## src/dcd_regs.svh

```systemverilog
`ifndef DCD_REGS_SVH
`define DCD_REGS_SVH

// ----------------------------------------------------------------------------
// address field positions
// ----------------------------------------------------------------------------
`define DCD_AP_BIT 10
`define DCD_BC_BIT 12
`define DCD_COL_HI_BIT 11
`define DCD_COL_TOP_BIT 13

// ----------------------------------------------------------------------------
// burst occupancy in clocks, minus one
// ----------------------------------------------------------------------------
`define DCD_BL8_CYCLES 3'h3
`define DCD_BC4_CYCLES 3'h1

// ----------------------------------------------------------------------------
// reset values
// ----------------------------------------------------------------------------
`define DCD_PIN_RESET 1'h1
`define DCD_CKE_RESET 1'h0

`endif

```

## src/dcd_pkg.sv

```systemverilog
package dcd_pkg;

  // --------------------------------------------------------------------------
  // command codes
  // --------------------------------------------------------------------------
  typedef enum logic [3:0] {
    DCD_CMD_NOP = 4'h0,
    DCD_CMD_DESELECT = 4'h1,
    DCD_CMD_MODE_SET = 4'h2,
    DCD_CMD_REFRESH = 4'h3,
    DCD_CMD_SREF_ENTER = 4'h4,
    DCD_CMD_SREF_EXIT = 4'h5,
    DCD_CMD_PRECHARGE = 4'h6,
    DCD_CMD_PRECHARGE_ALL = 4'h7,
    DCD_CMD_ACTIVATE = 4'h8,
    DCD_CMD_WRITE = 4'h9,
    DCD_CMD_READ = 4'hA,
    DCD_CMD_PDOWN_ENTER = 4'hB,
    DCD_CMD_PDOWN_EXIT = 4'hC,
    DCD_CMD_ZQ_LONG = 4'hD,
    DCD_CMD_ZQ_SHORT = 4'hE
  } dcd_cmd_e;

  // --------------------------------------------------------------------------
  // power state, gray along active -> power-down -> self refresh
  // --------------------------------------------------------------------------
  typedef enum logic [1:0] {
    DCD_ST_ACTIVE = 2'h0,
    DCD_ST_PDOWN = 2'h1,
    DCD_ST_SREF = 2'h3
  } dcd_state_e;

  // decoded command, fixed maximum widths; unused high bits are zero
  typedef struct packed {
    logic valid;
    dcd_cmd_e code;
    logic [2:0] bank;
    logic [15:0] row;
    logic [11:0] col;
    logic [15:0] opcode;
    logic auto_pre;
    logic bc4;
  } dcd_cmd_s;

  // command pins as sampled
  typedef struct packed {
    logic cs_n;
    logic ras_n;
    logic cas_n;
    logic we_n;
    logic cke;
    logic odt;
    logic [2:0] ba;
    logic [15:0] addr;
  } dcd_pins_s;

endpackage : dcd_pkg

```

## src/dcd_decoder.sv

```systemverilog
`include "dcd_regs.svh"

// Notes on behaviour
// Each command is decoded from chip select, row strobe, column strobe, write enable and clock enable at the rising edge.
// Bank, row and column widths are parameters because their top bits depend on density and organisation.
// Bank-targeted commands carry the bank address inputs as the target bank.
// Mode set is all four strobes low with clock enable high twice, bank picks the register, address is the opcode.
// Write is select low, row strobe high, column strobe low, write enable low, with bank and column.
// Read is select low, row strobe high, column strobe low, write enable high, with bank and column.
// The auto-precharge address bit high on read or write asks for auto precharge, low leaves the bank open.
// With on-the-fly burst length enabled, burst-chop bit low gives a 4-beat chop and high an 8-beat burst.
// A started burst runs to its end, and fixed versus on-the-fly length comes from mode configuration.
// A no-operation never ends an operation in progress such as a running burst.
// Chip select high is deselect and acts as a no-operation whatever the other inputs are.
// Self refresh exit is sensed asynchronously from the clock enable pin without relying on the clock.
// No refresh activity takes place during power-down.
// Decoding ignores the termination input and termination is off throughout self refresh.
// The controller keeps the asynchronous reset high during every normal command.
// Precharge is select, row strobe, write enable low, column strobe high; activate carries the row.
// Self refresh entry is refresh with clock enable falling, power-down uses nop or deselect, ZQ uses the AP bit.
module dcd_decoder #(
  parameter int BA_W = 3,
  parameter int ROW_W = 15,
  parameter int COL_W = 10
) (
  // clock and reset
  input wire logic I_SYS_CLK,
  input wire logic I_RST_B,
  // command and address pins
  input wire dcd_pkg::dcd_pins_s I_PINS,
  // mode configuration
  input wire logic I_OTF_EN,
  input wire logic I_FIXED_BC4,
  // decoded command and status
  output dcd_pkg::dcd_cmd_s O_CMD,
  output dcd_pkg::dcd_state_e O_STATE,
  output logic O_CMD_ILLEGAL,
  output logic O_BURST_BUSY,
  output logic O_SREF_WAKE,
  output logic O_SELF_REFRESHING,
  output logic O_ODT_EN
);
  import dcd_pkg::*;

  // --------------------------------------------------------------------------
  // elaboration checks
  // --------------------------------------------------------------------------
  // the output fields are fixed at their widest, so larger widths cannot be carried
  if (BA_W < 1 || BA_W > 3) begin : g_ba_w_chk
    $error("BA_W must be 1 to 3");
  end
  if (ROW_W < 12 || ROW_W > 16) begin : g_row_w_chk
    $error("ROW_W must be 12 to 16");
  end
  if (COL_W < 10 || COL_W > 12) begin : g_col_w_chk
    $error("COL_W must be 10 to 12");
  end

  // --------------------------------------------------------------------------
  // pin synchroniser
  // --------------------------------------------------------------------------
  // all pins cross together so a command is never split across two samples
  dcd_pins_s pins_meta_reg;
  dcd_pins_s pins_reg;
  logic cke_prev_reg;

  always_ff @(posedge I_SYS_CLK or negedge I_RST_B) begin
    if (!I_RST_B) begin
      pins_meta_reg <= '0;
      pins_meta_reg.cs_n <= `DCD_PIN_RESET;
      pins_meta_reg.ras_n <= `DCD_PIN_RESET;
      pins_meta_reg.cas_n <= `DCD_PIN_RESET;
      pins_meta_reg.we_n <= `DCD_PIN_RESET;
      pins_meta_reg.cke <= `DCD_CKE_RESET;
      pins_reg <= '0;
      pins_reg.cs_n <= `DCD_PIN_RESET;
      pins_reg.ras_n <= `DCD_PIN_RESET;
      pins_reg.cas_n <= `DCD_PIN_RESET;
      pins_reg.we_n <= `DCD_PIN_RESET;
      pins_reg.cke <= `DCD_CKE_RESET;
    end else begin
      pins_meta_reg <= I_PINS;
      pins_reg <= pins_meta_reg;
    end
  end

  always_ff @(posedge I_SYS_CLK or negedge I_RST_B) begin
    if (!I_RST_B) begin
      cke_prev_reg <= `DCD_CKE_RESET;
    end else begin
      cke_prev_reg <= pins_reg.cke;
    end
  end

  // --------------------------------------------------------------------------
  // address fields
  // --------------------------------------------------------------------------
  logic [2:0] bank;
  logic [15:0] row;
  logic [11:0] col_full;
  logic [11:0] col;
  logic ap_bit;
  logic bc4_sel;

  always_comb begin
    bank = '0;
    row = '0;
    bank[BA_W-1:0] = pins_reg.ba[BA_W-1:0];
    row[ROW_W-1:0] = pins_reg.addr[ROW_W-1:0];
    col_full = {pins_reg.addr[`DCD_COL_TOP_BIT], pins_reg.addr[`DCD_COL_HI_BIT],
                pins_reg.addr[9:0]};
    col = '0;
    col[COL_W-1:0] = col_full[COL_W-1:0];
    ap_bit = pins_reg.addr[`DCD_AP_BIT];
    // on-the-fly chop bit only counts when enabled, else the fixed setting
    bc4_sel = I_OTF_EN ? !pins_reg.addr[`DCD_BC_BIT] : I_FIXED_BC4;
  end

  // --------------------------------------------------------------------------
  // command decode
  // --------------------------------------------------------------------------
  // termination input takes no part in decoding
  dcd_state_e state_reg;
  logic [2:0] burst_cnt_reg;
  logic is_nop_des;
  logic is_ref;
  logic cmd_valid;
  logic cmd_bad;
  dcd_cmd_e cmd_code;

  always_comb begin
    is_nop_des = pins_reg.cs_n ||
                 ({pins_reg.ras_n, pins_reg.cas_n, pins_reg.we_n} == 3'h7);
    is_ref = !pins_reg.cs_n &&
             ({pins_reg.ras_n, pins_reg.cas_n, pins_reg.we_n} == 3'h1);
    cmd_valid = 1'b0;
    cmd_bad = 1'b0;
    cmd_code = DCD_CMD_NOP;
    if (!cke_prev_reg) begin
      // clock enable was low: only a rise with nop or deselect leaves the state
      if (pins_reg.cke && state_reg != DCD_ST_ACTIVE) begin
        cmd_valid = 1'b1;
        if (!is_nop_des) begin
          cmd_bad = 1'b1;
        end else if (state_reg == DCD_ST_SREF) begin
          cmd_code = DCD_CMD_SREF_EXIT;
        end else begin
          cmd_code = DCD_CMD_PDOWN_EXIT;
        end
      end
    end else if (!pins_reg.cke) begin
      cmd_valid = 1'b1;
      if (is_ref && burst_cnt_reg == 3'h0) begin
        cmd_code = DCD_CMD_SREF_ENTER;
      end else if (is_nop_des) begin
        cmd_code = DCD_CMD_PDOWN_ENTER;
      end else begin
        cmd_bad = 1'b1;
      end
    end else if (pins_reg.cs_n) begin
      cmd_valid = 1'b1;
      cmd_code = DCD_CMD_DESELECT;
    end else begin
      cmd_valid = 1'b1;
      case ({pins_reg.ras_n, pins_reg.cas_n, pins_reg.we_n})
        3'h0: cmd_code = DCD_CMD_MODE_SET;
        3'h1: cmd_code = DCD_CMD_REFRESH;
        3'h2: cmd_code = ap_bit ? DCD_CMD_PRECHARGE_ALL : DCD_CMD_PRECHARGE;
        3'h3: cmd_code = DCD_CMD_ACTIVATE;
        3'h4: cmd_code = DCD_CMD_WRITE;
        3'h5: cmd_code = DCD_CMD_READ;
        3'h6: cmd_code = ap_bit ? DCD_CMD_ZQ_LONG : DCD_CMD_ZQ_SHORT;
        3'h7: cmd_code = DCD_CMD_NOP;
        default: cmd_code = DCD_CMD_NOP;
      endcase
      // a running burst cannot be cut by a new read or write
      if ((cmd_code == DCD_CMD_READ || cmd_code == DCD_CMD_WRITE) &&
          burst_cnt_reg != 3'h0) begin
        cmd_bad = 1'b1;
      end
    end
  end

  // --------------------------------------------------------------------------
  // command output register
  // --------------------------------------------------------------------------
  always_ff @(posedge I_SYS_CLK or negedge I_RST_B) begin
    if (!I_RST_B) begin
      O_CMD <= '0;
      O_CMD_ILLEGAL <= 1'b0;
    end else begin
      O_CMD <= '0;
      O_CMD_ILLEGAL <= cmd_bad;
      if (cmd_valid && !cmd_bad) begin
        O_CMD.valid <= 1'b1;
        O_CMD.code <= cmd_code;
        case (cmd_code)
          DCD_CMD_MODE_SET: begin
            O_CMD.bank <= bank;
            O_CMD.opcode <= pins_reg.addr;
          end
          DCD_CMD_PRECHARGE: begin
            O_CMD.bank <= bank;
          end
          DCD_CMD_ACTIVATE: begin
            O_CMD.bank <= bank;
            O_CMD.row <= row;
          end
          DCD_CMD_READ, DCD_CMD_WRITE: begin
            O_CMD.bank <= bank;
            O_CMD.col <= col;
            O_CMD.auto_pre <= ap_bit;
            O_CMD.bc4 <= bc4_sel;
          end
          default: begin
            O_CMD.bank <= '0;
          end
        endcase
      end
    end
  end

  // --------------------------------------------------------------------------
  // burst tracking
  // --------------------------------------------------------------------------
  // counts clocks of the data burst; nop, deselect or power-down leave it running
  logic rdwr_go;

  assign rdwr_go = cmd_valid && !cmd_bad &&
                   (cmd_code == DCD_CMD_READ || cmd_code == DCD_CMD_WRITE);

  always_ff @(posedge I_SYS_CLK or negedge I_RST_B) begin
    if (!I_RST_B) begin
      burst_cnt_reg <= 3'h0;
    end else if (rdwr_go) begin
      burst_cnt_reg <= bc4_sel ? `DCD_BC4_CYCLES : `DCD_BL8_CYCLES;
    end else if (burst_cnt_reg != 3'h0) begin
      burst_cnt_reg <= burst_cnt_reg - 3'h1;
    end
  end

  logic burst_busy_reg;

  always_ff @(posedge I_SYS_CLK or negedge I_RST_B) begin
    if (!I_RST_B) begin
      burst_busy_reg <= 1'b0;
    end else begin
      burst_busy_reg <= rdwr_go || (burst_cnt_reg != 3'h0);
    end
  end

  assign O_BURST_BUSY = burst_busy_reg;

  // --------------------------------------------------------------------------
  // power state
  // --------------------------------------------------------------------------
  always_ff @(posedge I_SYS_CLK or negedge I_RST_B) begin
    if (!I_RST_B) begin
      state_reg <= DCD_ST_ACTIVE;
    end else if (cmd_valid && !cmd_bad) begin
      case (cmd_code)
        DCD_CMD_SREF_ENTER: state_reg <= DCD_ST_SREF;
        DCD_CMD_PDOWN_ENTER: state_reg <= DCD_ST_PDOWN;
        DCD_CMD_SREF_EXIT: state_reg <= DCD_ST_ACTIVE;
        DCD_CMD_PDOWN_EXIT: state_reg <= DCD_ST_ACTIVE;
        default: state_reg <= state_reg;
      endcase
    end
  end

  assign O_STATE = state_reg;

  // --------------------------------------------------------------------------
  // refresh engine and termination
  // --------------------------------------------------------------------------
  // internal refresh runs in self refresh only; power-down refreshes nothing
  logic self_ref_reg;
  logic odt_en_reg;

  always_ff @(posedge I_SYS_CLK or negedge I_RST_B) begin
    if (!I_RST_B) begin
      self_ref_reg <= 1'b0;
    end else begin
      self_ref_reg <= (state_reg == DCD_ST_SREF);
    end
  end

  always_ff @(posedge I_SYS_CLK or negedge I_RST_B) begin
    if (!I_RST_B) begin
      odt_en_reg <= 1'b0;
    end else begin
      odt_en_reg <= pins_reg.odt && (state_reg != DCD_ST_SREF);
    end
  end

  assign O_SELF_REFRESHING = self_ref_reg;
  assign O_ODT_EN = odt_en_reg;

  // --------------------------------------------------------------------------
  // asynchronous wake from self refresh
  // --------------------------------------------------------------------------
  // the raw pin is used so wake-up does not wait for the clock; limitation:
  // it is a level, so consumers must treat it as a wake request only
  assign O_SREF_WAKE = self_ref_reg && I_PINS.cke;

endmodule : dcd_decoder

```

## config.mk

```make
export PLATFORM = sky130hd
export DESIGN_NAME = dcd_decoder
export DESIGN_NICKNAME = d
export VERILOG_FILES = /design/src/dcd_pkg.sv /design/src/dcd_decoder.sv
export VERILOG_INCLUDE_DIRS = /design/src
export SDC_FILE = /design/constraint.sdc
export NUM_CORES = 1
export LEC_CHECK = 0
export ABC_AREA = 0
export BUFFER_PORTS_ARGS = -buffer_cell sky130_fd_sc_hd__buf_2
export CAP_MARGIN = 20
export CELL_PAD_IN_SITES_DETAIL_PLACEMENT = 1
export CELL_PAD_IN_SITES_GLOBAL_PLACEMENT = 2
export CORE_AREA = 5 5 109 111
export CTS_CLUSTER_SIZE = 10
export DETAILED_ROUTE_END_ITERATION = 12
export DIE_AREA = 0 0 114 116
export PLACE_DENSITY = 0.87
export SLEW_MARGIN = 0
export SYNTH_ARGS = -nofsm -noshare
export SYNTH_HDL_FRONTEND = slang
export SYNTH_SLANG_ARGS = --single-unit
```

## constraint.sdc

```tcl
create_clock -name I_SYS_CLK -period 2.6 [get_ports I_SYS_CLK]
set_clock_uncertainty 0.1 [all_clocks]
set_input_delay 0.39 -clock I_SYS_CLK [delete_from_list [all_inputs] [get_ports I_SYS_CLK]]
set_output_delay 0.39 -clock I_SYS_CLK [all_outputs]
set_load 0.03 [all_outputs]
```

==> results of run 1 <==
==> layout make-up <==
type                    instances  area (sq um)
clock buffers                  11           141
multi-input cells             129           911
flip-flops and latches        111          2790
repair buffers                105           651
clock inverters                 5          41.3
well taps                     140           175
fillers                      1127          5960
inverters                       9          33.8
==> critical path, stage by stage, from the launching register on <==
cell	delay [ps]
dfstp_2	620
or2b_4	170
o22ai_2	90
a221oi_4	490
a21bo_2	300
a211oi_4	280
buf_12	180
and2_1	130
==> Yosys cell counts, drive strengths merged, types with 2 or more instances <==
| master | number | area [sq um] |
|---|---|---|
| a21bo | 2 | 20.0 |
| dfstp | 8 | 210 |
| nor2b | 2 | 12.5 |
| nor3b | 2 | 25.0 |
| a31oi | 3 | 40.0 |
| dfrtp | 103 | 2580 |
| a21o | 3 | 22.5 |
| inv | 9 | 33.8 |
| a21oi | 8 | 40.0 |
| a21boi | 2 | 15.0 |
| and2 | 49 | 307 |
| o21ai | 4 | 20.0 |
| nand2 | 4 | 15.0 |
| buf | 11 | 82.6 |
| nor3 | 5 | 36.3 |
| nor2 | 11 | 41.3 |
| nand2b | 4 | 25.0 |
| nor4 | 2 | 12.5 |
| nand3 | 3 | 20.0 |
| ha | 2 | 25.0 |
==> per-layer routing <==
| layer | vias up | global-route usage (%) | part of all wire (%) |
|---|---|---|---|
| met4 | 0 | 5.23 | 1.5 |
| li1 | 1049 | - | - |
| met3 | 10 | 3.03 | 5.9 |
| met2 | 62 | 20.3 | 49 |
| met5 | - | 0 | 0 |
| met1 | 1110 | 16.0 | 43 |
==> power by group <==
part	internal, mW	switching, mW
clock network	0.386	0.577
registers	1.85	0.0673
logic	0.198	0.340
==> metrics by stage <==
| step | hold slack [ps] | area, sq um | setup WS (ps) | utilization, % | instances |
|---|---|---|---|---|---|
| after floorplan | -5.59 | 3820 | 336 | - | 261 |
| after global placement | 231 | 4460 | 247 | 41.7 | 484 |
| after detailed placement | 236 | 4460 | 192 | 41.7 | 484 |
| after CTS | 1.15 | 4690 | 157 | 43.8 | 505 |
| after global routing | 0.677 | 4740 | 41.0 | 44.3 | 510 |
| final | 24.1 | 4740 | 167 | 44.3 | 510 |
==> worst min path at each step <==
stage | slack, ps | startpoint | to
2_1_floorplan | -6 | I_RST_B | O_BURST_BUSY$_DFF_PN0_
3_3_place_gp | 230 | pins_meta_reg[15]$_DFF_PN0_ | pins_reg[15]$_DFF_PN0_
3_5_place_dp | 240 | pins_meta_reg[14]$_DFF_PN0_ | pins_reg[14]$_DFF_PN0_
4_1_cts | 1 | I_PINS[15] | pins_meta_reg[15]$_DFF_PN0_
5_1_grt | 0.7 | I_PINS[4] | pins_meta_reg[4]$_DFF_PN0_
6_report | 20 | I_PINS[14] | pins_meta_reg[14]$_DFF_PN0_
==> cell families (layout without fill, tap and decap cells) <==
kind of cell | after synthesis | after routing | share of synthesized area, %
DFF | 111 | 111 | 73.1
muxes | 2 | 2 | 0.656
buffers and inverters | 21 | 130 | 3.15
xor gates and xnor gates | 2 | 2 | 0.460
other | 1 | 3 | 0.0984
AOI/OAI and AO/OA | 32 | 32 | 7.58
adders and majority gates | 2 | 2 | 0.656
and+or+nand+nor | 88 | 88 | 14.2
==> run_results.csv, run 1 <==
group,metric,value,unit
yosys,synth-seq-cells,111,
global_routing,grt.total_usage,12.5,%
critical_path,rrSetupSlack,170,ps
layout,final_common_cell,"dfrtp_1",
sta,relSlewSlack,62.4,%
detailed_routing,wl_per_cell,14.9,um
placed_design,numPortBuffers,86,
detailed_routing,via_per_inst,4.37,
power,fin_total_pwr,3.42,mW
detailed_routing,ant_nets,0,
yosys,ys_seq_area_share,73.1,%
global_routing,overflow,0,
yosys,async_flop_share,100,%
detailed_routing,drc,0,
clock_tree,clock_path_buffers,2,
critical_path,crit_path_start,"pins_reg[24]$_DFF_PN1_",
critical_path,cp-start-kind,"register",
floorplanning,std_cell_rows,38,
clock_tree,cts_tree,"yes",
layout,final_cell_mix,"103 x dfrtp_1, 85 x buf_2, 49 x and2_1",
yosys,synth_edf_count,0,
power,p_per_area,721,nW/um^2
critical_path,r2r_cells,7,
clock_tree,path_clk_slew,110,ps
critical_path,cp.required,2800,ps
clock_tree,cts_setup_buffers,0,
detailed_routing,vias,2231,
job,drv_cap,0,
critical_path,critPathArrivalTime,2630,ps
critical_path,critical_path.max_fanout,15,
yosys,ys.flop_type,"dfrtp_1",
detailed_routing,firstDrtPassIters,4,
floorplanning,io_pins,90,
sta,setup_viol_count_final,0,
sta,worst_pin_slew,561,ps
clock_tree,htree_levels,3,
yosys,synth_area,3810,sq um
sta,tns,0,ps
layout,syn_to_final_growth,24.4,%
floorplanning,chipHeight,116,um
yosys,synthCells,259,
sta,rsz0062_at_grt,"no",
sta,hold_viol,0,
yosys,synth.avg_cell_area,14.7,sq um
placed_design,dp_hpwl,5470,um
global_routing,grt_max_degree,52,
worst_hold_path,min_path_type,"in2reg",
yosys,synth_cell_types,50,
clock_tree,cts_resized,0,
sta,fin_crit,2430,ps
clock_tree,hold_buffers,5,
global_routing,first_global_vias,2512,
critical_path,regToRegEndpoint,"O_CMD[35]$_DFF_PN0_",
layout,drive_above_1_share,36.5,%
detailed_routing,drt-total-wl,7580,um
yosys,yosys_warnings,0,
clock_tree,root_buffer,"clkbuf_8",
layout,fin_nets,396,
clock_tree,cts_made_buffers,9,
status,status,"finished clean",
floorplanning,start_util,35.6,%
floorplanning,dieArea,13200,sq um
sta,fmax,0.411,GHz
global_routing,antenna_found_initial,0,
layout,antenna_cells,0,
placed_design,place.gp.congestion,0.773,
global_routing,grt_pass1_wl,12700,um
critical_path,crit_path_end,"O_CMD[35]$_DFF_PN0_",
power,ir_drop,0.353,mV
sta,finalMaxSlewViolations,0,
worst_hold_path,min_path_cells,1,
clock_tree,clock-sinks,111,
floorplanning,core_area,10700,sq um
detailed_routing,drt-initial-drc-count,70,
floorplanning,die_w,114,um
power,leakage,2.40,nW
layout,largest_reg_flops,51,
sta,finalCritPeriodShare,93.6,%
critical_path,r2r_start,"pins_reg[24]$_DFF_PN1_",
critical_path,crit_path_end_kind,"register",
critical_path,crit_type,"reg2reg",
clock_tree,clock_latency,360,ps
Note: power is estimated with default switching activity, not from simulation.
==> run 2: changes to the inputs <==
--- a/config.mk
+++ b/config.mk
@@ -11,11 +11,11 @@
 export CAP_MARGIN = 20
 export CELL_PAD_IN_SITES_DETAIL_PLACEMENT = 1
 export CELL_PAD_IN_SITES_GLOBAL_PLACEMENT = 2
-export CORE_AREA = 5 5 109 111
+export CORE_AREA = 5 5 105 107
 export CTS_CLUSTER_SIZE = 10
 export DETAILED_ROUTE_END_ITERATION = 12
-export DIE_AREA = 0 0 114 116
-export PLACE_DENSITY = 0.87
+export DIE_AREA = 0 0 110 112
+export PLACE_DENSITY = 0.93
 export SLEW_MARGIN = 0
 export SYNTH_ARGS = -nofsm -noshare
 export SYNTH_HDL_FRONTEND = slang
==> constraint.sdc (replaced) <==
create_clock -name I_SYS_CLK -period 3.1 [get_ports I_SYS_CLK]
set_clock_uncertainty 0.1 [all_clocks]
set_input_delay 0.465 -clock I_SYS_CLK [delete_from_list [all_inputs] [get_ports I_SYS_CLK]]
set_output_delay 0.465 -clock I_SYS_CLK [all_outputs]
set_load 0.03 [all_outputs]
==> run 2 against run 1 <==
Clock-buffer cell count did not move. Worst hold slack lost 13 ps. Sequential power decreased by 16%. Total power fell by 16%. Critical path type unchanged. Highest routed layer unchanged. Final cell count decreased by 3.3%. Register-to-register slack improved by 270 ps. Largest power group unchanged. Clock power fell by 14%. Combinational power down 19%. Die area is 6.8% lower. First-iteration DRC count rose by 36%. Critical path depth decreased by 1.
==> run_results.csv, run 2 (synthesis results as in run 1) <==
group,metric,value,unit
global_routing,grt_max_degree,52,
layout,syn_to_final_growth,20.0,%
detailed_routing,ant_nets,0,
critical_path,cp.required,3300,ps
critical_path,critical_path.max_fanout,15,
floorplanning,io_pins,90,
floorplanning,dieArea,12300,sq um
worst_hold_path,min_path_type,"in2async",
critical_path,critPathArrivalTime,2860,ps
layout,regArea,2790,sq um
global_routing,grt.total_usage,13.3,%
sta,fin_crit,2670,ps
floorplanning,die_w,110,um
critical_path,r2r_start,"pins_reg[20]$_DFF_PN0_",
detailed_routing,drt-total-wl,7570,um
clock_tree,path_clk_slew,100,ps
clock_tree,cts_setup_buffers,0,
power,p_per_area,629,nW/um^2
power,fin_total_pwr,2.88,mW
sta,relSlewSlack,57.7,%
sta,rsz0062_at_grt,"no",
critical_path,regToRegEndpoint,"O_CMD[33]$_DFF_PN0_",
placed_design,dp_slack,409,ps
job,drv_cap,0,
floorplanning,chipHeight,112,um
power,ir_drop,0.279,mV
layout,fin_nets,383,
clock_tree,root_buffer,"clkbuf_8",
sta,hold_viol,0,
sta,worst_pin_slew,629,ps
detailed_routing,wl_per_cell,15.4,um
floorplanning,start_util,37.9,%
clock_tree,cts_tree,"yes",
placed_design,numPortBuffers,86,
clock_tree,cts_made_buffers,9,
layout,multi_input_area,911,sq um
floorplanning,core_area,10000,sq um
critical_path,r2r_cells,6,
layout,largest_reg_flops,51,
global_routing,overflow,0,
placed_design,dp_hpwl,5450,um
layout,final_cell_mix,"103 x dfrtp_1, 85 x buf_2, 49 x and2_1",
clock_tree,hold_buffers,0,
status,status,"finished clean",
detailed_routing,drt-initial-drc-count,95,
sta,tns,0,ps
critical_path,crit_type,"reg2reg",
layout,fill_cells,1096,
clock_tree,cts_resized,0,
critical_path,crit_path_start,"pins_reg[20]$_DFF_PN0_",
detailed_routing,drc,0,
power,leakage,2.33,nW
detailed_routing,via_per_inst,4.41,
sta,fmax,0.375,GHz
sta,setup_viol_count_final,0,
critical_path,rrSetupSlack,430,ps
placed_design,place.gp.congestion,0.803,
clock_tree,clock_path_buffers,2,
sta,finalCritPeriodShare,86.0,%
critical_path,crit_path_end,"O_CMD[33]$_DFF_PN0_",
clock_tree,clock-sinks,111,
global_routing,antenna_found_initial,0,
layout,drive_above_1_share,37.0,%
critical_path,crit_chain,"or2b_4 > o22ai_2 > a221oi_4 > a21bo_2 > a211oi_4 > and2_1",
critical_path,crit_path_end_kind,"register",
global_routing,grt_pass1_wl,12500,um
layout,antenna_cells,0,
detailed_routing,firstDrtPassIters,4,
critical_path,cp_slowest_cell,"a211oi_4",
layout,final_common_cell,"dfrtp_1",
floorplanning,std_cell_rows,37,
clock_tree,htree_levels,3,
global_routing,first_global_vias,2411,
sta,finalMaxSlewViolations,0,
sta,layout_setup_ws,435,ps
critical_path,cpPeakStageDelay,560,ps
critical_path,cp-start-kind,"register",
detailed_routing,vias,2172,
clock_tree,clock_latency,370,ps
-- run 2: cell count changes in the layout (fill, tap and decap cells not counted), sizes merged --
| cell | previous run | this run |
|---|---|---|
| dlygate4sd3 | 10 | 0 |
| buf | 95 | 92 |
| clkinv | 2 | 1 |
| clkinvlp | 1 | 2 |
-- run 2: cell type report --
| class | instances | share of cell area, % |
|---|---|---|
| Clock buffer | 11 | 3.09 |
| Timing Repair Buffer | 92 | 10.5 |
| Tap cell | 136 | 3.72 |
| Multi-Input combinational cell | 129 | 19.9 |
| Sequential cell | 111 | 61.0 |
| Clock inverter | 5 | 1.12 |
| Inverter | 9 | 0.739 |
-- run 2: report_power, final --
part | total (mW) | internal [mW] | switching [mW] | leakage [nW]
logic | 0.437 | 0.155 | 0.282 | 0.847
clock network | 0.830 | 0.331 | 0.499 | 0.0908
registers | 1.61 | 1.55 | 0.0582 | 1.40
-- run 2: metrics by stage --
stage	cells	hold WS [ps]	area (sq um)	util, %
3_5_place_dp	477	236	4380	43.6
6_report	493	11.4	4570	45.5
5_1_grt	493	53.6	4570	45.5
2_1_floorplan	261	69.4	3820	-
4_1_cts	493	19.3	4570	45.5
3_3_place_gp	477	231	4380	43.6
-- run 2: worst min-delay path by stage --
stage	from	endpoint	slack, ps
2_1_floorplan	I_RST_B	O_BURST_BUSY$_DFF_PN0_	70
3_3_place_gp	pins_meta_reg[8]$_DFF_PN0_	col[8]$_DFF_PN0_	230
3_5_place_dp	pins_meta_reg[4]$_DFF_PN0_	col[4]$_DFF_PN0_	240
4_1_cts	I_RST_B	bank[1]$_DFF_PN0_	20
5_1_grt	I_RST_B	bank[2]$_DFF_PN0_	50
6_report	I_RST_B	bank[1]$_DFF_PN0_	10
-- run 2: critical path, delay by kind of cell (launching register included) --
kind,cells,cell delay (ps)
compound gates,4,1460
simple gates,2,500
flops,1,540
-- run 2: layer usage --
| metal | global-route usage [%] | part of all wire (%) |
|---|---|---|
| met1 | 16.6 | 41 |
| met2 | 22.4 | 53 |
| met5 | 0 | 0 |
| met3 | 2.84 | 4.5 |
| met4 | 5.07 | 1.7 |
